## src/logic/nsc_defs.vh

```
// Constants for the configuration-memory shadow controller.
// Assumes a byte-wide register port with an 8-bit address.
`ifndef NSC_DEFS_VH
`define NSC_DEFS_VH

// ==========================================
// Register offsets
`define NSC_ADDR_LEVEL_HI 8'h15
`define NSC_ADDR_LEVEL_LO 8'h16
`define NSC_ADDR_DUTY_HI 8'h17
`define NSC_ADDR_DUTY_LO 8'h18
`define NSC_ADDR_COMMAND 8'h19
`define NSC_ADDR_KEY 8'h1A
`define NSC_ADDR_SHADOW_FIRST 8'h60
`define NSC_ADDR_SHADOW_LAST 8'h78

// ==========================================
// Field positions
`define NSC_BIT_IDLE 7
`define NSC_BIT_PROG 1
`define NSC_BIT_LOAD 0

// ==========================================
// Reset values and key bytes
`define NSC_RST_COMMAND 8'h80
`define NSC_RST_BYTE 8'h00
`define NSC_KEY_FIRST 8'h08
`define NSC_KEY_SECOND 8'hBA
`define NSC_KEY_THIRD 8'hEF

// ==========================================
// Timing: cycles spent per copied byte
`define NSC_STEP_CYCLES 8

`endif

```

## src/logic/nsc_ctrl.v

```verilog
// Register side of the backlight driver: readback snapshot, key lock,
// configuration-memory command register and the shadow configuration bytes.
// Assumes the serial port decoder delivers byte accesses on clk_sys and the
// live level and duty come from logic on the same clock.
//
// Behaviour
// - Level high read snapshots level and duty
// - Level split: high nibble, low byte
// - Duty split upper then lower byte
// - Idle flag low while memory busy
// - Program bit copies shadow into storage
// - Load bit copies storage into shadow
// - Three key bytes in order unlock
// - Other key write relocks; key write-only
// - Shadow zero bits 7:6 thermal knee
// - Shadow zero bits 5:4 sink bias
// - Shadow zero low nibble level high
// - Next shadow byte holds level low
`timescale 1ns/1ns
`include "nsc_defs.vh"

module nsc_ctrl #(
  parameter DEPTH = 25,
  parameter STEP_CYCLES = `NSC_STEP_CYCLES
)
(
  input wire clk_sys,
  input wire arst_n,
  input wire [7:0] reg_addr,
  input wire [7:0] reg_wdata,
  input wire reg_wr,
  input wire reg_rd,
  input wire [11:0] sink_level_live,
  input wire [15:0] duty_live,
  output reg [7:0] reg_rdata_reg,
  output reg reg_rvalid_reg,
  output reg unlocked_reg,
  output reg [1:0] thermal_knee_select,
  output reg [1:0] sink_bias_select,
  output reg [11:0] sink_level_setting
);

  localparam KS_LOCKED = 4'b0001;
  localparam KS_GOT1 = 4'b0010;
  localparam KS_GOT2 = 4'b0100;
  localparam KS_OPEN = 4'b1000;

  reg [3:0] key_state_reg;
  reg [3:0] key_state_next;
  reg [11:0] level_snap_reg;
  reg [15:0] duty_snap_reg;
  reg nvm_program_cmd_reg;
  reg nvm_load_cmd_reg;
  reg [7:0] shadow_mem [0:DEPTH-1];
  reg [7:0] store_mem [0:DEPTH-1];
  reg [7:0] rdata_next;
  integer i;

  wire eng_busy;
  wire step_en;
  wire step_prog;
  wire [4:0] step_idx;
  wire nvm_idle_flag;
  wire in_shadow;
  wire [7:0] shadow_off;
  wire [4:0] shadow_idx;
  wire key_wr;
  wire cmd_wr;
  wire shadow_wr;
  wire start_prog;
  wire start_load;

  // ==========================================
  // Address decode
  assign in_shadow = (reg_addr >= `NSC_ADDR_SHADOW_FIRST) &&
    (reg_addr <= `NSC_ADDR_SHADOW_LAST);
  assign shadow_off = reg_addr - `NSC_ADDR_SHADOW_FIRST;
  assign shadow_idx = shadow_off[4:0];
  assign key_wr = reg_wr && (reg_addr == `NSC_ADDR_KEY);
  assign cmd_wr = reg_wr && (reg_addr == `NSC_ADDR_COMMAND) && unlocked_reg;
  // shadow writes gated
  // Writes during a copy are dropped so the copy sees a stable image
  assign shadow_wr = reg_wr && in_shadow && unlocked_reg && !eng_busy;

  assign nvm_idle_flag = !eng_busy;

  // Start only on a 0-to-1 edge of a command bit, and only while idle
  // program start
  assign start_prog = cmd_wr && !eng_busy && reg_wdata[`NSC_BIT_PROG] &&
    !nvm_program_cmd_reg;
  assign start_load = cmd_wr && !eng_busy && !start_prog &&
    reg_wdata[`NSC_BIT_LOAD] && !nvm_load_cmd_reg;

  // ==========================================
  // Key sequence
  // ordered key match
  always @*
  begin
    key_state_next = key_state_reg;
    if (key_wr)
    begin
      if (reg_wdata == `NSC_KEY_FIRST)
        key_state_next = KS_GOT1;
      else if (key_state_reg == KS_GOT1 && reg_wdata == `NSC_KEY_SECOND)
        key_state_next = KS_GOT2;
      else if (key_state_reg == KS_GOT2 && reg_wdata == `NSC_KEY_THIRD)
        key_state_next = KS_OPEN;
      else
        key_state_next = KS_LOCKED;
    end
  end

  always @(posedge clk_sys or negedge arst_n)
  begin
    if (!arst_n)
    begin
      key_state_reg <= KS_LOCKED;
      unlocked_reg <= 1'b0;
    end
    else
    begin
      key_state_reg <= key_state_next;
      unlocked_reg <= (key_state_next == KS_OPEN);
    end
  end

  // ==========================================
  // Command register; bits stay set until the host clears them
  always @(posedge clk_sys or negedge arst_n)
  begin
    if (!arst_n)
    begin
      nvm_program_cmd_reg <= 1'b0;
      nvm_load_cmd_reg <= 1'b0;
    end
    else if (cmd_wr)
    begin
      nvm_program_cmd_reg <= reg_wdata[`NSC_BIT_PROG];
      nvm_load_cmd_reg <= reg_wdata[`NSC_BIT_LOAD];
    end
  end

  // ==========================================
  // Copy sequencer
  nsc_nvm_engine #(
    .DEPTH(DEPTH),
    .STEP_CYCLES(STEP_CYCLES)
  ) u_engine (
    .clk_sys(clk_sys),
    .arst_n(arst_n),
    .start_prog(start_prog),
    .start_load(start_load),
    .busy_reg(eng_busy),
    .step_en_reg(step_en),
    .step_prog_reg(step_prog),
    .step_idx_reg(step_idx)
  );

  // ==========================================
  // Shadow bytes: host writes or a load step
  always @(posedge clk_sys or negedge arst_n)
  begin
    if (!arst_n)
    begin
      for (i = 0; i < DEPTH; i = i + 1)
        shadow_mem[i] <= `NSC_RST_BYTE;
    end
    else if (step_en && !step_prog)
    begin
      shadow_mem[step_idx] <= store_mem[step_idx];
    end
    else if (shadow_wr)
    begin
      shadow_mem[shadow_idx] <= reg_wdata;
    end
  end

  // Storage array is not reset: it models retained contents
  always @(posedge clk_sys)
  begin
    if (step_en && step_prog)
      store_mem[step_idx] <= shadow_mem[step_idx];
  end

  // ==========================================
  // Decoded configuration outputs, registered off the shadow bytes
  always @(posedge clk_sys or negedge arst_n)
  begin
    if (!arst_n)
    begin
      thermal_knee_select <= 2'h0;
      sink_bias_select <= 2'h0;
      sink_level_setting <= 12'h000;
    end
    else
    begin
      thermal_knee_select <= shadow_mem[0][7:6];
      sink_bias_select <= shadow_mem[0][5:4];
      sink_level_setting <= {shadow_mem[0][3:0], shadow_mem[1]};
    end
  end

  // ==========================================
  // Readback snapshot
  // latch on level high read
  always @(posedge clk_sys or negedge arst_n)
  begin
    if (!arst_n)
    begin
      level_snap_reg <= 12'h000;
      duty_snap_reg <= 16'h0000;
    end
    else if (reg_rd && reg_addr == `NSC_ADDR_LEVEL_HI)
    begin
      level_snap_reg <= sink_level_live;
      duty_snap_reg <= duty_live;
    end
  end

  // ==========================================
  // Read mux; unmapped and write-only addresses read zero
  always @*
  begin
    rdata_next = 8'h00;
    case (reg_addr)
      `NSC_ADDR_LEVEL_HI: rdata_next = {4'h0, sink_level_live[11:8]};
      `NSC_ADDR_LEVEL_LO: rdata_next = level_snap_reg[7:0];
      `NSC_ADDR_DUTY_HI: rdata_next = duty_snap_reg[15:8];
      `NSC_ADDR_DUTY_LO: rdata_next = duty_snap_reg[7:0];
      `NSC_ADDR_COMMAND: rdata_next = {nvm_idle_flag, 5'h00,
        nvm_program_cmd_reg, nvm_load_cmd_reg};
      default:
      begin
        if (in_shadow)
          rdata_next = shadow_mem[shadow_idx];
      end
    endcase
  end

  always @(posedge clk_sys or negedge arst_n)
  begin
    if (!arst_n)
    begin
      reg_rdata_reg <= 8'h00;
      reg_rvalid_reg <= 1'b0;
    end
    else
    begin
      reg_rvalid_reg <= reg_rd;
      if (reg_rd)
        reg_rdata_reg <= rdata_next;
    end
  end

endmodule

```

## src/logic/nsc_nvm_engine.v

```verilog
// Sequencer that walks the configuration bytes for a program or load.
// Assumes one-cycle start pulses that arrive only while it is idle.
`timescale 1ns/1ns

module nsc_nvm_engine #(
  parameter DEPTH = 25,
  parameter STEP_CYCLES = 8
)
(
  input wire clk_sys,
  input wire arst_n,
  input wire start_prog,
  input wire start_load,
  output reg busy_reg,
  output reg step_en_reg,
  output reg step_prog_reg,
  output reg [4:0] step_idx_reg
);

  localparam ST_IDLE = 2'b01;
  localparam ST_RUN = 2'b10;
  // Full-width end points, cut on purpose to the counter widths
  localparam [31:0] LAST_IDX_W = DEPTH - 1;
  localparam [31:0] LAST_CNT_W = STEP_CYCLES - 1;
  localparam [4:0] LAST_IDX = LAST_IDX_W[4:0];
  localparam [7:0] LAST_CNT = LAST_CNT_W[7:0];

  reg [1:0] state_reg;
  reg [7:0] cnt_reg;

  // ==========================================
  // Step sequencer: one byte copied every STEP_CYCLES
  always @(posedge clk_sys or negedge arst_n)
  begin
    if (!arst_n)
    begin
      state_reg <= ST_IDLE;
      cnt_reg <= 8'h00;
      busy_reg <= 1'b0;
      step_en_reg <= 1'b0;
      step_prog_reg <= 1'b0;
      step_idx_reg <= 5'h00;
    end
    else
    begin
      step_en_reg <= 1'b0;
      case (state_reg)
        ST_IDLE:
        begin
          if (start_prog || start_load)
          begin
            state_reg <= ST_RUN;
            busy_reg <= 1'b1;
            step_prog_reg <= start_prog; // Program wins a tie
            step_idx_reg <= 5'h00;
            cnt_reg <= 8'h00;
          end
        end
        ST_RUN:
        begin
          if (cnt_reg == LAST_CNT)
          begin
            cnt_reg <= 8'h00;
            step_en_reg <= 1'b1;
          end
          else
          begin
            cnt_reg <= cnt_reg + 8'h01;
          end
          // Advance index the cycle after the copy strobe
          if (step_en_reg)
          begin
            if (step_idx_reg == LAST_IDX)
            begin
              state_reg <= ST_IDLE;
              busy_reg <= 1'b0;
            end
            else
            begin
              step_idx_reg <= step_idx_reg + 5'h01;
            end
          end
        end
        default:
        begin
          state_reg <= ST_IDLE;
          busy_reg <= 1'b0;
        end
      endcase
    end
  end

endmodule

```

## config.mk

```make
export PLATFORM = sky130hd
export DESIGN_NAME = nsc_ctrl
export DESIGN_NICKNAME = d
export VERILOG_FILES = /design/src/logic/nsc_ctrl.v /design/src/logic/nsc_nvm_engine.v
export VERILOG_INCLUDE_DIRS = /design/src /design/src/logic
export SDC_FILE = /design/constraint.sdc
export NUM_CORES = 1
export LEC_CHECK = 0
export BUFFER_PORTS_ARGS = -buffer_cell sky130_fd_sc_hd__buf_2
export CAP_MARGIN = 20
export CORE_UTILIZATION = 34
export DETAILED_ROUTE_END_ITERATION = 10
export SYNTH_ARGS = -nofsm -noshare
export SYNTH_HDL_FRONTEND = slang
export SYNTH_HIERARCHICAL = 1
export SYNTH_SLANG_ARGS = --single-unit
```

## constraint.sdc

```tcl
create_clock -name clk_sys -period 5.4 [get_ports clk_sys]
set_input_delay 0.54 -clock clk_sys [delete_from_list [all_inputs] [get_ports clk_sys]]
set_output_delay 0.54 -clock clk_sys [all_outputs]
set_load 0.02 [all_outputs]
```

Yosys cells after proc, flatten, opt, wreduce, memory -nomap -nowiden
Memory sizes are Yosys's and may differ from the RTL's.
Cells that the tools add are included.
Cells by class
  bitwise operators: 2
  order comparisons: 6
  equal/unequal tests: 20
  $add $sub $neg: 3
  multiplexer cells: 39
  reduce and logical (&&, ||, !) cells: 32
Operators with widths (count)
  $bwmux W200: 2
  $mux W200: 2
  $bmux W8 S5: 2
  $demux W8 S5: 2
  $mux W8: 9
  $eq A8 B5 Y1 const B: 6
  $pmux W8 S5: 1
  $logic_and A1 B1 Y1: 20
  $eq A8 B8 Y1 const B: 2
  $mux W4: 4
  $pmux W8 S2: 1
  $mux W5: 3
  $ge A6 B6 Y1 const B: 2
  $lt A6 B1 Y1 const B: 2
  $not A5 Y6: 2
  $pmux W5 S2: 1
  $add A8 B1 Y8 const B: 1
  $eq A8 B3 Y1 const B: 1
  $eq A8 B4 Y1 const B: 1
  $ge A8 B7 Y1 const B: 1
  $le A8 B7 Y1 const B: 1
  $mux W1: 7
  $mux W2: 3
  $ne A2 B1 Y1 const B: 3
  other kinds (17): 23
Storage, ports and cells
  memories: 1
  RAM bits: 200
  register bits: 274
  input bits: 48
Memories
  store_mem: depth 25, bits a word 8, read ports 1, clocked after Yosys merged registers in 0, wr ports 1, line nsc_ctrl.v:55  | reg [7:0] store_mem [0:DEPTH-1];

Depth between registers and ports, before layout
Gate-level depths: netlist of run 1.
  word-level depth: 13
  mapped depth: 10

Modules after synthesis
The synthesis of run 1 kept the hierarchy.
By module, submodules not included
  nsc_ctrl: area an instance 22706.8 µm², instances 1, sequential area each 12413.2 µm², cells each 1760
  nsc_nvm_engine: area an instance 905.9 µm², instances 1, sequential area each 426.7 µm², cells each 94

Worst setup path before layout of run 1
OpenSTA, ideal clock, no wires.
  path kind: register to register
  start: register u_engine.step_idx_reg[1]
  end: memory store_mem[0][4] (data pin)
  library setup time: 529 ps
  cell stages (with the launch flop): 9
  required time: 4871 ps
  arrival time: 3267 ps
  path slack: 1603 ps
  cells stage by stage: dfrtp_1 buf_6 buf_6 buf_4 buf_2 buf_4 mux4_2 mux2i_1 o311ai_0
Between the ends
  cells in the longest elaborated chain, start to end: 4
RTL lines
  start, declared: line nsc_nvm_engine.v:17  | output reg [4:0] step_idx_reg
  start signal, assigned: line nsc_nvm_engine.v:80  | step_idx_reg <= step_idx_reg + 5'h01;
  $not A5 Y6 (not written as such): line nsc_ctrl.v:182  | store_mem[step_idx] <= shadow_mem[step_idx];
  $bmux W8 S5: line nsc_ctrl.v:182
  $mux W8 (not written as such) (2 in a row): line nsc_ctrl.v:182
  end, declared: line nsc_ctrl.v:55
Every way passes these cells. The select of a mux whose other input is x is not followed.

Worst setup path after layout of run 1
  start: register u_engine.step_idx_reg[0]
  end: memory store_mem[23][7] (data pin)
Same word-level chain as after synthesis.

==> report_table.html, run 1 <==
<table>
<tr><th>Metric</th><th>Value</th></tr>
<tr><th colspan="2">Drt</th></tr>
<tr><td>Iteration-0 DRC count of the detailed router</td><td>2532</td></tr>
<tr><td>Via Count</td><td>18.1k</td></tr>
<tr><td>Via density</td><td>6.32</td></tr>
<tr><td>Detailed Route WL</td><td>82.4 mm</td></tr>
<tr><td>Antenna-violating nets left</td><td>0</td></tr>
<tr><td>Routed wire per std cell</td><td>28.8 um</td></tr>
<tr><td>Drt drc</td><td>0</td></tr>
<tr><td>TritonRoute pass-1 iters</td><td>8</td></tr>
<tr><th colspan="2">Clock tree</th></tr>
<tr><td>Clock Sink Count</td><td>473</td></tr>
<tr><td>Root buffer cell</td><td>sky130_fd_sc_hd__clkbuf_16</td></tr>
<tr><td>Number of buffers on the longest clock path</td><td>3</td></tr>
<tr><td>Post-cts hold buffer count</td><td>1</td></tr>
<tr><td>H-tree depth</td><td>2</td></tr>
<tr><td>Post-CTS setup repair buffer count</td><td>0</td></tr>
<tr><td>Resized cells post-CTS</td><td>0</td></tr>
<tr><td>Cts bufs inserted</td><td>52</td></tr>
<tr><td>Clock tree from TritonCTS</td><td>done</td></tr>
<tr><td>Clock transition at path regs</td><td>0.06 ns</td></tr>
<tr><td>Clk Latency, worst-skew pair</td><td>0.63 ns</td></tr>
<tr><th colspan="2">Global route</th></tr>
<tr><td>Via count of the first global-routing pass</td><td>17.9k</td></tr>
<tr><td>Antenna violations before repair</td><td>1</td></tr>
<tr><td>Maximum number of pins on one net before global-route repair</td><td>135</td></tr>
<tr><td>Global router's overall resource usage</td><td>23.3%</td></tr>
<tr><td>Congestion Overflow GR</td><td>0</td></tr>
<tr><td>Global-route wire length before repair</td><td>123 mm</td></tr>
<tr><th colspan="2">Timing</th></tr>
<tr><td>Minimum clock period</td><td>3.63 ns</td></tr>
<tr><td>Worst-Margin Slew</td><td>1.21 ns</td></tr>
<tr><td>Period utilisation layout</td><td>67.3%</td></tr>
<tr><td>Final setup violation count</td><td>0</td></tr>
<tr><td>Maximum clock frequency</td><td>275 MHz</td></tr>
<tr><td>Hold_ws</td><td>0.139 ns</td></tr>
<tr><td>Worst path setup slack after routing</td><td>1.77 ns</td></tr>
<tr><td>Slew Viols, Final</td><td>0</td></tr>
<tr><td>Final count of hold timing violations</td><td>0</td></tr>
<tr><td>Fin Setup TNS</td><td>0 ns</td></tr>
<tr><td>Worst slew margin relative to its limit</td><td>17.1%</td></tr>
<tr><td>Unrepaired setup endpoints after global routing</td><td>false</td></tr>
<tr><td>Worst Clk Skew</td><td>0.0431 ns</td></tr>
<tr><th colspan="2">Die</th></tr>
<tr><td>Die span in y</td><td>266 um</td></tr>
<tr><td>Width of the die</td><td>266 um</td></tr>
<tr><td>Placeable core area</td><td>68700 um2</td></tr>
<tr><td>Standard-cell rows</td><td>96</td></tr>
<tr><td>IO Pins</td><td>74</td></tr>
<tr><td>Starting density of the core</td><td>34.4%</td></tr>
<tr><td>Die area</td><td>70500 um2</td></tr>
<tr><th colspan="2">Synthesis</th></tr>
<tr><td>Primary flip-flop cell chosen by synthesis mapping</td><td>sky130_fd_sc_hd__dfrtp_1</td></tr>
<tr><td>Synth Area in Adders</td><td>0.212%</td></tr>
<tr><td>Synth Instances</td><td>1854</td></tr>
<tr><td>Netlist cell types</td><td>98</td></tr>
<tr><td>Post-synthesis share of cell area spent on xor and xnor gates</td><td>0.0371%</td></tr>
<tr><td>Synth Warn #</td><td>6</td></tr>
<tr><td>Average cell area after synthesis</td><td>12.7 um2</td></tr>
<tr><td>Area share of and/or/nand/nor cells after synthesis</td><td>11.6%</td></tr>
<tr><td>Part of the Yosys area used for sequential elements</td><td>54.4%</td></tr>
<tr><td>Synthesized-area fraction occupied by ao, oa, aoi and oai cells</td><td>14.5%</td></tr>
<tr><td>Dominant combinational cell family by area after synthesis</td><td>multiplexers</td></tr>
<tr><td>Async set-reset flop share out of synthesis</td><td>57.7%</td></tr>
<tr><td>Multiplexer area fraction after synthesis</td><td>16.1%</td></tr>
<tr><td>Top-count cell post-synth</td><td>sky130_fd_sc_hd__dfrtp_1</td></tr>
<tr><td>Leading post-synthesis cells by cell area</td><td>sky130_fd_sc_hd__dfrtp_1, sky130_fd_sc_hd__edfxtp_1, sky130_fd_sc_hd__mux4_2</td></tr>
<tr><td>FF+latch count, synth</td><td>473</td></tr>
<tr><td>Area of the mapped netlist</td><td>23600 um2</td></tr>
<tr><td>Share of Yosys cell area claimed by the top area cell type</td><td>28.7%</td></tr>
<tr><td>Post-synth top cells</td><td>sky130_fd_sc_hd__dfrtp_1, sky130_fd_sc_hd__nand2_1, sky130_fd_sc_hd__edfxtp_1, sky130_fd_sc_hd__o221ai_1</td></tr>
<tr><td>Cell type with the largest total area after synthesis</td><td>sky130_fd_sc_hd__dfrtp_1</td></tr>
<tr><td>Number of enable flip-flop cells after synthesis</td><td>200</td></tr>
<tr><td>Syn nets</td><td>1906</td></tr>
<tr><th colspan="2">Pwr</th></tr>
<tr><td>Part of the power in the clock network</td><td>48.5%</td></tr>
<tr><td>Sequential Power Share</td><td>48.0%</td></tr>
<tr><td>Switching share of power</td><td>22.7%</td></tr>
<tr><td>Leakage power summed over all cells</td><td>9.81 nW</td></tr>
<tr><td>Total design power</td><td>7.82 mW</td></tr>
<tr><td>Total power density per cell area</td><td>294 nW/um2</td></tr>
<tr><td>Combinational Power Share</td><td>3.6%</td></tr>
<tr><td>VDD IR-drop max</td><td>0.000256 V</td></tr>
<tr><td>Internal power consumption</td><td>6.05 mW</td></tr>
<tr><td>Switch Pwr</td><td>1.77 mW</td></tr>
<tr><th colspan="2">Placed design</th></tr>
<tr><td>Total half-perimeter wirelength after legalization and detailed placement</td><td>55.8 mm</td></tr>
<tr><td>Number of port buffers</td><td>73</td></tr>
<tr><td>Pre-CTS WS</td><td>1.69 ns</td></tr>
<tr><td>Final estimated routing congestion in global placement</td><td>0.984</td></tr>
<tr><th colspan="2">Outcome</th></tr>
<tr><td>Run status</td><td>finished clean</td></tr>
<tr><th colspan="2">Worst setup path</th></tr>
<tr><td>Sequence of cells on the critical path</td><td>buf_4 -&gt; mux4_2 -&gt; nand2_1 -&gt; a21oi_1 -&gt; o21ai_0 -&gt; nand3_1</td></tr>
<tr><td>Worst setup path category</td><td>reg -&gt; reg</td></tr>
<tr><td>Worst setup path endpoint</td><td>store_mem[23][7]</td></tr>
<tr><td>Maximum cell stage delay along the critical path</td><td>1.03 ns</td></tr>
<tr><td>Endpoint arrival time on the critical path</td><td>3.68 ns</td></tr>
<tr><td>R2r endpoint</td><td>store_mem[23][7]</td></tr>
<tr><td>Crit path max fanout</td><td>45</td></tr>
<tr><td>CP startpoint</td><td>u_engine/step_idx_reg[0]</td></tr>
<tr><td>Startpoint Class</td><td>register</td></tr>
<tr><td>Critical path data required time</td><td>5.45 ns</td></tr>
<tr><td>Crit end category</td><td>register</td></tr>
<tr><td>Number of cells on the worst reg-to-reg path</td><td>6</td></tr>
<tr><td>Cell with the biggest individual delay on the critical path</td><td>sky130_fd_sc_hd__dfrtp_4</td></tr>
<tr><td>Reg-to-reg startpoint</td><td>u_engine/step_idx_reg[0]</td></tr>
<tr><td>Reg-to-reg setup timing slack</td><td>1.77 ns</td></tr>
<tr><th colspan="2">Cells and area</th></tr>
<tr><td>Final layout net count</td><td>1944</td></tr>
<tr><td>Area growth from synthesis to final layout</td><td>12.5%</td></tr>
<tr><td>Number of fillers in the final layout</td><td>6536</td></tr>
<tr><td>Count of antenna diodes in the layout</td><td>0</td></tr>
<tr><td>Proportion of layout cells with a drive suffix above 1</td><td>20.3%</td></tr>
<tr><th colspan="2">Worst hold path</th></tr>
<tr><td>Worst min-delay path startpoint</td><td>duty_live[1]</td></tr>
<tr><td>Worst hold path type</td><td>in -&gt; reg</td></tr>
<tr><th colspan="2">Run</th></tr>
<tr><td>Max capacitance violation total</td><td>0</td></tr>
</table>
-- stage by stage --
| stage | cells | utilization, % | cell area, um2 |
|---|---|---|---|
| 2_1_floorplan | 1854 | - | 23600 |
| 4_1_cts | 2863 | 38.7 | 26600 |
| 3_3_place_gp | 2766 | 36.0 | 24800 |
| 5_1_grt | 2864 | 38.7 | 26600 |
| 6_report | 2864 | 38.7 | 26600 |
| 3_5_place_dp | 2767 | 36.1 | 24800 |
-- worst max-delay path: cells and delay by family (launching register included) --
family	cells	cell delay, ns
buffers and inverters	1	0.49
muxes	1	0.55
AOI/OAI and AO/OA	2	0.14
DFF	1	1.03
and+or+nand+nor	2	0.81
-- per-layer routing --
metal,vias up,wire length [um],track usage [%]
met1,9216,32600,31.2
met4,2,4180,11.8
met2,1237,36900,35.3
li1,7424,-,-
met5,-,14,0
met3,224,8720,5.42
-- worst min path at each step --
stage,endpoint,cells after the start
floorplan,duty_snap_reg[0],0
detailed placement,sink_level_setting[6],0
finish,duty_snap_reg[1],2
CTS,duty_snap_reg[15],2
global placement,sink_level_setting[3],0
global route,duty_snap_reg[0],2
-- cell families (layout without fill, tap and decap cells) --
logic type / Yosys count / count (layout)
DFF: 473 / 473
AOI/OAI and AO/OA: 441 / 441
adders and majority gates: 4 / 4
buffers and inverters: 134 / 213
xor gates and xnor gates: 1 / 1
and+or+nand+nor: 556 / 556
muxes: 245 / 245
-- area by class of cell --
type                       count  area, um2  area share, %
inverter                       8       30.0          0.113
clock inverter                27        372           1.40
clock buffer                  68       1410           5.32
multi-input combinational   1247      10000           37.8
timing repair buffer         110        706           2.66
tap                          931       1160           4.38
sequential                   473      12800           48.3
-- layout by cell type (no fill, tap or decap), drive strengths merged, types with 5 or more instances in the layout --
master   instances
o21ai           73
a31oi            5
nand3b           9
nand2          274
nor3            19
o31a             6
nor4b            8
nor4             5
a21oi           32
mux2i          104
a22o            12
and3             8
a2111oi         12
inv             10
and2            13
edfxtp         200
a22oi           29
or3b             6
dfrtp          271
o22ai           31
or3              7
nor2b           19
nand4b           6
nand3           45
mux2            38
o31ai            6
nor3b            6
buf            109
mux4           103
nand4            6
nor2            94
clkinv          15
clkbuf          68
o221ai         156
a32oi           16
o211ai           6
nand2b          12
a21boi           9
bufinv           8
-- power groups by stage --
stage                     Clock [mW]  Sequential [mW]  Combinational (mW)
final                           3.79             3.75               0.279
after global routing            3.97             3.75               0.293
after CTS                       3.83             3.75               0.272
after detailed placement           0             3.82               0.270
after global placement             0             3.82               0.269
after floorplan                    0             3.82               0.120
(Power assumes the default switching activity.)
==> run 2: changes to the inputs <==
- clock period: 5.4 -> 2.99 ns (I/O delays scaled with it)
==> report_table.html, run 2 (synthesis results as in run 1) <==
<table>
<tr><th>Metric</th><th>Value</th></tr>
<tr><th colspan="2">Outcome</th></tr>
<tr><td>Run status</td><td>finished clean</td></tr>
<tr><th colspan="2">Timing</th></tr>
<tr><td>Period utilisation layout</td><td>97.3%</td></tr>
<tr><td>Slew Viols, Final</td><td>0</td></tr>
<tr><td>Unrepaired setup endpoints after global routing</td><td>false</td></tr>
<tr><td>Worst-Margin Slew</td><td>1.31 ns</td></tr>
<tr><td>Worst Clk Skew</td><td>0.0724 ns</td></tr>
<tr><td>Minimum clock period</td><td>2.91 ns</td></tr>
<tr><td>Worst slew margin relative to its limit</td><td>12.7%</td></tr>
<tr><td>Final setup violation count</td><td>0</td></tr>
<tr><td>Final count of hold timing violations</td><td>0</td></tr>
<tr><td>Maximum clock frequency</td><td>344 MHz</td></tr>
<tr><th colspan="2">Worst setup path</th></tr>
<tr><td>Endpoint arrival time on the critical path</td><td>3.35 ns</td></tr>
<tr><td>Maximum cell stage delay along the critical path</td><td>0.92 ns</td></tr>
<tr><td>Sequence of cells on the critical path</td><td>buf_4 -&gt; or3_1 -&gt; nor2_1 -&gt; o21ai_1 -&gt; o221ai_1</td></tr>
<tr><td>Critical path data required time</td><td>3.43 ns</td></tr>
<tr><td>Crit path max fanout</td><td>20</td></tr>
<tr><td>Worst setup path category</td><td>reg -&gt; reg</td></tr>
<tr><td>Cell with the biggest individual delay on the critical path</td><td>sky130_fd_sc_hd__o21ai_1</td></tr>
<tr><td>Crit end category</td><td>register</td></tr>
<tr><td>Startpoint Class</td><td>register</td></tr>
<tr><th colspan="2">Drt</th></tr>
<tr><td>Detail Route met3 WL</td><td>8.29 mm</td></tr>
<tr><td>Drt drc</td><td>0</td></tr>
<tr><td>Detailed Route WL</td><td>86.6 mm</td></tr>
<tr><td>Via Count</td><td>18.8k</td></tr>
<tr><td>DR WL met2</td><td>38.6 mm</td></tr>
<tr><td>Antenna-violating nets left</td><td>0</td></tr>
<tr><td>TritonRoute pass-1 iters</td><td>6</td></tr>
<tr><td>Iteration-0 DRC count of the detailed router</td><td>2282</td></tr>
<tr><td>Via density</td><td>6.21</td></tr>
<tr><td>Routed wire per std cell</td><td>28.7 um</td></tr>
<tr><td>WL met1</td><td>34.9 mm</td></tr>
<tr><td>Highest Signal Layer</td><td>met5</td></tr>
<tr><th colspan="2">Die</th></tr>
<tr><td>Width of the die</td><td>266 um</td></tr>
<tr><td>IO Pins</td><td>74</td></tr>
<tr><td>Standard-cell rows</td><td>96</td></tr>
<tr><td>Starting density of the core</td><td>34.4%</td></tr>
<tr><td>Die area</td><td>70500 um2</td></tr>
<tr><td>Die span in y</td><td>266 um</td></tr>
<tr><td>Placeable core area</td><td>68700 um2</td></tr>
<tr><th colspan="2">Cells and area</th></tr>
<tr><td>Number of fillers in the final layout</td><td>6407</td></tr>
<tr><td>Most frequent cells in the layout</td><td>sky130_fd_sc_hd__nand2_1, sky130_fd_sc_hd__dfrtp_1, sky130_fd_sc_hd__edfxtp_1</td></tr>
<tr><td>Area growth from synthesis to final layout</td><td>18.8%</td></tr>
<tr><td>Utilization after layout</td><td>40.8%</td></tr>
<tr><td>Final layout net count</td><td>2096</td></tr>
<tr><td>Proportion of layout cells with a drive suffix above 1</td><td>24.9%</td></tr>
<tr><th colspan="2">Clock tree</th></tr>
<tr><td>Clock tree from TritonCTS</td><td>done</td></tr>
<tr><td>Root buffer cell</td><td>sky130_fd_sc_hd__clkbuf_16</td></tr>
<tr><td>Number of buffers on the longest clock path</td><td>3</td></tr>
<tr><td>H-tree depth</td><td>2</td></tr>
<tr><td>Clock transition at path regs</td><td>0.06 ns</td></tr>
<tr><td>Resized cells post-CTS</td><td>0</td></tr>
<tr><td>Cts bufs inserted</td><td>54</td></tr>
<tr><td>Post-CTS setup repair buffer count</td><td>0</td></tr>
<tr><td>Clk Latency, worst-skew pair</td><td>0.64 ns</td></tr>
<tr><td>Clock Sink Count</td><td>473</td></tr>
<tr><td>Post-cts hold buffer count</td><td>26</td></tr>
<tr><th colspan="2">Pwr</th></tr>
<tr><td>Leakage power summed over all cells</td><td>10.6 nW</td></tr>
<tr><td>Total design power</td><td>14.4 mW</td></tr>
<tr><td>VDD IR-drop max</td><td>0.000583 V</td></tr>
<tr><td>Internal power consumption</td><td>11.1 mW</td></tr>
<tr><td>Switching share of power</td><td>22.8%</td></tr>
<tr><td>Combinational Power Share</td><td>4.0%</td></tr>
<tr><td>Switch Pwr</td><td>3.29 mW</td></tr>
<tr><td>Total power density per cell area</td><td>514 nW/um2</td></tr>
<tr><td>Part of the power in the clock network</td><td>49.0%</td></tr>
<tr><td>Sequential Power Share</td><td>47.0%</td></tr>
<tr><th colspan="2">Placed design</th></tr>
<tr><td>Total half-perimeter wirelength after legalization and detailed placement</td><td>60.3 mm</td></tr>
<tr><td>Final estimated routing congestion in global placement</td><td>0.990</td></tr>
<tr><td>Number of port buffers</td><td>73</td></tr>
<tr><th colspan="2">Global route</th></tr>
<tr><td>Antenna violations before repair</td><td>4</td></tr>
<tr><td>Congestion Overflow GR</td><td>0</td></tr>
<tr><td>Maximum number of pins on one net before global-route repair</td><td>79</td></tr>
<tr><td>Global-route wire length before repair</td><td>127 mm</td></tr>
<tr><td>Via count of the first global-routing pass</td><td>18.6k</td></tr>
<tr><td>Global router's overall resource usage</td><td>24.4%</td></tr>
<tr><th colspan="2">Run</th></tr>
<tr><td>Max capacitance violation total</td><td>0</td></tr>
<tr><th colspan="2">Worst hold path</th></tr>
<tr><td>Worst hold path type</td><td>in -&gt; reg</td></tr>
</table>
-- run 2: cell types whose count changed in the layout (fill, tap and decap cells not counted), moves of 2 or more --
cell	previous run	this run
sky130_fd_sc_hd__clkbuf_8	3	6
sky130_fd_sc_hd__clkinv_16	0	3
sky130_fd_sc_hd__inv_16	2	0
sky130_fd_sc_hd__o311ai_2	3	1
sky130_fd_sc_hd__clkinvlp_4	2	4
sky130_fd_sc_hd__dlygate4sd3_1	1	26
sky130_fd_sc_hd__o311ai_4	0	2
sky130_fd_sc_hd__buf_4	34	147
sky130_fd_sc_hd__clkinv_2	8	6
sky130_fd_sc_hd__clkbuf_1	12	10
sky130_fd_sc_hd__clkinv_1	5	10
sky130_fd_sc_hd__buf_12	3	14
-- run 2: worst paths after layout --
path | startpoint | endpoint | slack [ns] | depth (start not counted)
max | u_engine/step_idx_reg[4] | shadow_mem[186] | 0.08 | 5
min | reg_wdata[3] | shadow_mem[51] | 0.04 | 3
max reg2reg | u_engine/step_idx_reg[4] | shadow_mem[186] | 0.08 | 5
min reg2reg | shadow_mem[186] | sink_level_setting[2] | 0.44 | 0
max in group asynchronous | arst_n | shadow_mem[2] | 1.74 | 3
min in group asynchronous | arst_n | sink_level_setting[0] | 0.28 | 2
-- run 2: critical path: cells and delay by family, from the launching register on --
family	cells	cell delay, ns
compound gates	2	1.21
buf+inv	1	0.31
flops	1	0.85
simple gates	2	0.39
-- run 2: metal layers --
layer / GRT usage [%] / up-vias
li1: - / 7729
met1: 32.3 / 9553
met2: 37.2 / 1184
met5: 0 / -
met4: 12.4 / 6
met3: 6.11 / 287
-- run 2: layout make-up --
cell class / instances / area, um2 / share of cell area, %
Antenna cell: 1 / 2.50 / 0.00892
Clock buffer: 70 / 1470 / 5.25
Sequential cell: 473 / 12800 / 45.8
Timing Repair Buffer: 260 / 2030 / 7.24
Multi-Input combinational cell: 1247 / 10100 / 35.9
Tap cell: 931 / 1160 / 4.15
Clock inverter: 32 / 437 / 1.56
Inverter: 8 / 30.0 / 0.107
-- run 2: power groups by stage --
stage	clock network, mW	logic, mW	registers (mW)
5_1_grt	7.41	0.612	6.77
3_5_place_dp	0	0.542	6.90
4_1_cts	7.16	0.570	6.77
2_1_floorplan	0	0.217	6.91
3_3_place_gp	0	0.536	6.90
6_report	7.06	0.583	6.77
-- run 2: stage by stage --
stage	setup TNS (ns)	setup WS (ns)	hold WS (ns)	area, um2	cells
floorplan	0	0.0964	0.00341	23600	1854
global placement	-0.231	-0.231	0.357	25900	2891
detailed placement	0	0.177	0.367	25900	2892
CTS	0	0.238	0.00363	28000	3020
global route	0	0.0729	0.0398	28000	3021
finish	0	0.0806	0.0369	28000	3022
==> run 3: changes to the inputs <==
- RECOVER_POWER: not set -> 25
- SLEW_MARGIN: not set -> 20
==> report_table.html, run 3 (synthesis results as in run 1) <==
<table>
<tr><th>Metric</th><th>Value</th></tr>
<tr><th colspan="2">Timing</th></tr>
<tr><td>Final setup violation count</td><td>0</td></tr>
<tr><td>Unrepaired setup endpoints after global routing</td><td>false</td></tr>
<tr><td>Hold_ws</td><td>0.0500 ns</td></tr>
<tr><td>Slew Viols, Final</td><td>76</td></tr>
<tr><td>Maximum clock frequency</td><td>350 MHz</td></tr>
<tr><td>Fin Setup TNS</td><td>0 ns</td></tr>
<tr><td>Final count of hold timing violations</td><td>0</td></tr>
<tr><td>Period utilisation layout</td><td>95.5%</td></tr>
<tr><td>Worst-Margin Slew</td><td>2.33 ns</td></tr>
<tr><td>Worst Clk Skew</td><td>0.0374 ns</td></tr>
<tr><td>Worst slew margin relative to its limit</td><td>-55.6%</td></tr>
<tr><td>Minimum clock period</td><td>2.85 ns</td></tr>
<tr><th colspan="2">Die</th></tr>
<tr><td>Placeable core area</td><td>68700 um2</td></tr>
<tr><td>Starting density of the core</td><td>34.4%</td></tr>
<tr><td>Width of the die</td><td>266 um</td></tr>
<tr><td>Standard-cell rows</td><td>96</td></tr>
<tr><td>Die span in y</td><td>266 um</td></tr>
<tr><td>IO Pins</td><td>74</td></tr>
<tr><td>Die area</td><td>70500 um2</td></tr>
<tr><th colspan="2">Run</th></tr>
<tr><td>Max capacitance violation total</td><td>1</td></tr>
<tr><th colspan="2">Pwr</th></tr>
<tr><td>Total power density per cell area</td><td>512 nW/um2</td></tr>
<tr><td>Leakage power summed over all cells</td><td>10.6 nW</td></tr>
<tr><td>VDD IR-drop max</td><td>0.000422 V</td></tr>
<tr><th colspan="2">Worst setup path</th></tr>
<tr><td>Crit end category</td><td>register</td></tr>
<tr><td>Worst setup path category</td><td>reg -&gt; reg</td></tr>
<tr><td>Delay-heaviest family, CP</td><td>compound AO/OA/AOI/OAI gates</td></tr>
<tr><td>Maximum cell stage delay along the critical path</td><td>0.90 ns</td></tr>
<tr><td>Endpoint arrival time on the critical path</td><td>3.30 ns</td></tr>
<tr><td>Crit path max fanout</td><td>20</td></tr>
<tr><td>Startpoint Class</td><td>register</td></tr>
<tr><td>Critical path data required time</td><td>3.43 ns</td></tr>
<tr><td>Cell with the biggest individual delay on the critical path</td><td>sky130_fd_sc_hd__o21ai_1</td></tr>
<tr><td>Sequence of cells on the critical path</td><td>buf_4 -&gt; or3_1 -&gt; nor2_1 -&gt; o21ai_1 -&gt; o221ai_1</td></tr>
<tr><td>Count of buffering cells on the critical path with inverters included</td><td>1</td></tr>
<tr><th colspan="2">Cells and area</th></tr>
<tr><td>Proportion of layout cells with a drive suffix above 1</td><td>24.9%</td></tr>
<tr><td>Non-filler cells, final</td><td>3018</td></tr>
<tr><td>Area growth from synthesis to final layout</td><td>18.6%</td></tr>
<tr><td>Count of antenna diodes in the layout</td><td>0</td></tr>
<tr><td>Most frequent cells in the layout</td><td>sky130_fd_sc_hd__nand2_1, sky130_fd_sc_hd__dfrtp_1, sky130_fd_sc_hd__edfxtp_1</td></tr>
<tr><td>Final layout net count</td><td>2094</td></tr>
<tr><td>Utilization after layout</td><td>40.8%</td></tr>
<tr><th colspan="2">Drt</th></tr>
<tr><td>Via density</td><td>6.21</td></tr>
<tr><td>Via Count</td><td>18.8k</td></tr>
<tr><td>Detailed Route WL</td><td>86.4 mm</td></tr>
<tr><td>TritonRoute pass-1 iters</td><td>6</td></tr>
<tr><td>Drt drc</td><td>0</td></tr>
<tr><td>Iteration-0 DRC count of the detailed router</td><td>2388</td></tr>
<tr><td>Routed wire per std cell</td><td>28.6 um</td></tr>
<tr><td>Antenna-violating nets left</td><td>0</td></tr>
<tr><th colspan="2">Global route</th></tr>
<tr><td>Congestion Overflow GR</td><td>0</td></tr>
<tr><td>Via count of the first global-routing pass</td><td>18.5k</td></tr>
<tr><td>Maximum number of pins on one net before global-route repair</td><td>79</td></tr>
<tr><td>Global-route wire length before repair</td><td>127 mm</td></tr>
<tr><td>Global router's overall resource usage</td><td>24.4%</td></tr>
<tr><td>Antenna violations before repair</td><td>2</td></tr>
<tr><th colspan="2">Clock tree</th></tr>
<tr><td>Clock Sink Count</td><td>473</td></tr>
<tr><td>Number of buffers on the longest clock path</td><td>3</td></tr>
<tr><td>Root buffer cell</td><td>sky130_fd_sc_hd__clkbuf_16</td></tr>
<tr><td>Cts bufs inserted</td><td>53</td></tr>
<tr><td>Clk Latency, worst-skew pair</td><td>0.63 ns</td></tr>
<tr><td>Resized cells post-CTS</td><td>0</td></tr>
<tr><td>Post-CTS setup repair buffer count</td><td>0</td></tr>
<tr><td>Clock transition at path regs</td><td>0.06 ns</td></tr>
<tr><td>H-tree depth</td><td>2</td></tr>
<tr><td>Post-cts hold buffer count</td><td>26</td></tr>
<tr><td>Clock tree from TritonCTS</td><td>done</td></tr>
<tr><th colspan="2">Placed design</th></tr>
<tr><td>Number of port buffers</td><td>73</td></tr>
<tr><td>Total half-perimeter wirelength after legalization and detailed placement</td><td>60.4 mm</td></tr>
<tr><td>Number of cells in the design after placement</td><td>2891</td></tr>
<tr><td>Final estimated routing congestion in global placement</td><td>0.990</td></tr>
<tr><th colspan="2">Outcome</th></tr>
<tr><td>Violated checks</td><td>max-capacitance violations, max-slew violations</td></tr>
<tr><td>Run status</td><td>finished with violations</td></tr>
<tr><th colspan="2">Worst hold path</th></tr>
<tr><td>Worst hold path type</td><td>in -&gt; reg</td></tr>
</table>
run 3: path summary, 6_finish.rpt:
kind	end	cells after the start	start	slack, ns
min in group asynchronous	sink_level_setting[0]	2	arst_n	0.90
worst min-delay path	shadow_mem[50]	3	reg_wdata[2]	0.05
worst max register to register	shadow_mem[190]	5	u_engine/step_idx_reg[4]	0.14
worst max-delay path	shadow_mem[190]	5	u_engine/step_idx_reg[4]	0.14
worst min register to register	sink_level_setting[0]	0	shadow_mem[184]	0.43
max in group asynchronous	shadow_mem[110]	3	arst_n	0.45
run 3: per-layer routing:
metal  vias to the layer above  share of wire (%)  global-route usage [%]
li1                       7728                  -                       -
met1                      9533                 40                    32.8
met2                      1234                 45                    37.8
met3                       251                9.9                    5.25
met4                         4                4.9                    10.8
met5                         -              0.035                       0
run 3: power by group:
| group | total [mW] | leakage, nW | internal, mW | switching, mW |
|---|---|---|---|---|
| combinational | 0.579 | 5.69 | 0.183 | 0.396 |
| clock | 6.99 | 0.898 | 4.16 | 2.83 |
| sequential | 6.77 | 3.99 | 6.76 | 0.0159 |
| total | 14.3 | 10.6 | 11.1 | 3.24 |
run 3: final cells by class:
cell class | instances | area (um2)
Clock buffer | 79 | 1520
Timing Repair Buffer | 259 | 2010
Sequential cell | 473 | 12800
Multi-Input combinational cell | 1247 | 10100
Clock inverter | 21 | 352
Tap cell | 931 | 1160
Fill cell | 6457 | 40700
Inverter | 8 | 30.0
run 3: worst min-delay path, cell delays in order:
cell	delay (ns)
sky130_fd_sc_hd__buf_2	0.15
sky130_fd_sc_hd__a22oi_1	0.10
sky130_fd_sc_hd__o21ai_0	0.08
run 3: through the flow:
stage / setup slack (ns) / total power [mW] / instance area (um2)
after detailed placement: 0.174 / 7.44 / 25900
after global placement: -0.231 / 7.43 / 25900
final: 0.136 / 14.3 / 28000
after CTS: 0.181 / 14.4 / 28000
after floorplan: 0.0964 / 7.12 / 23600
after global routing: 0.0289 / 14.7 / 28000
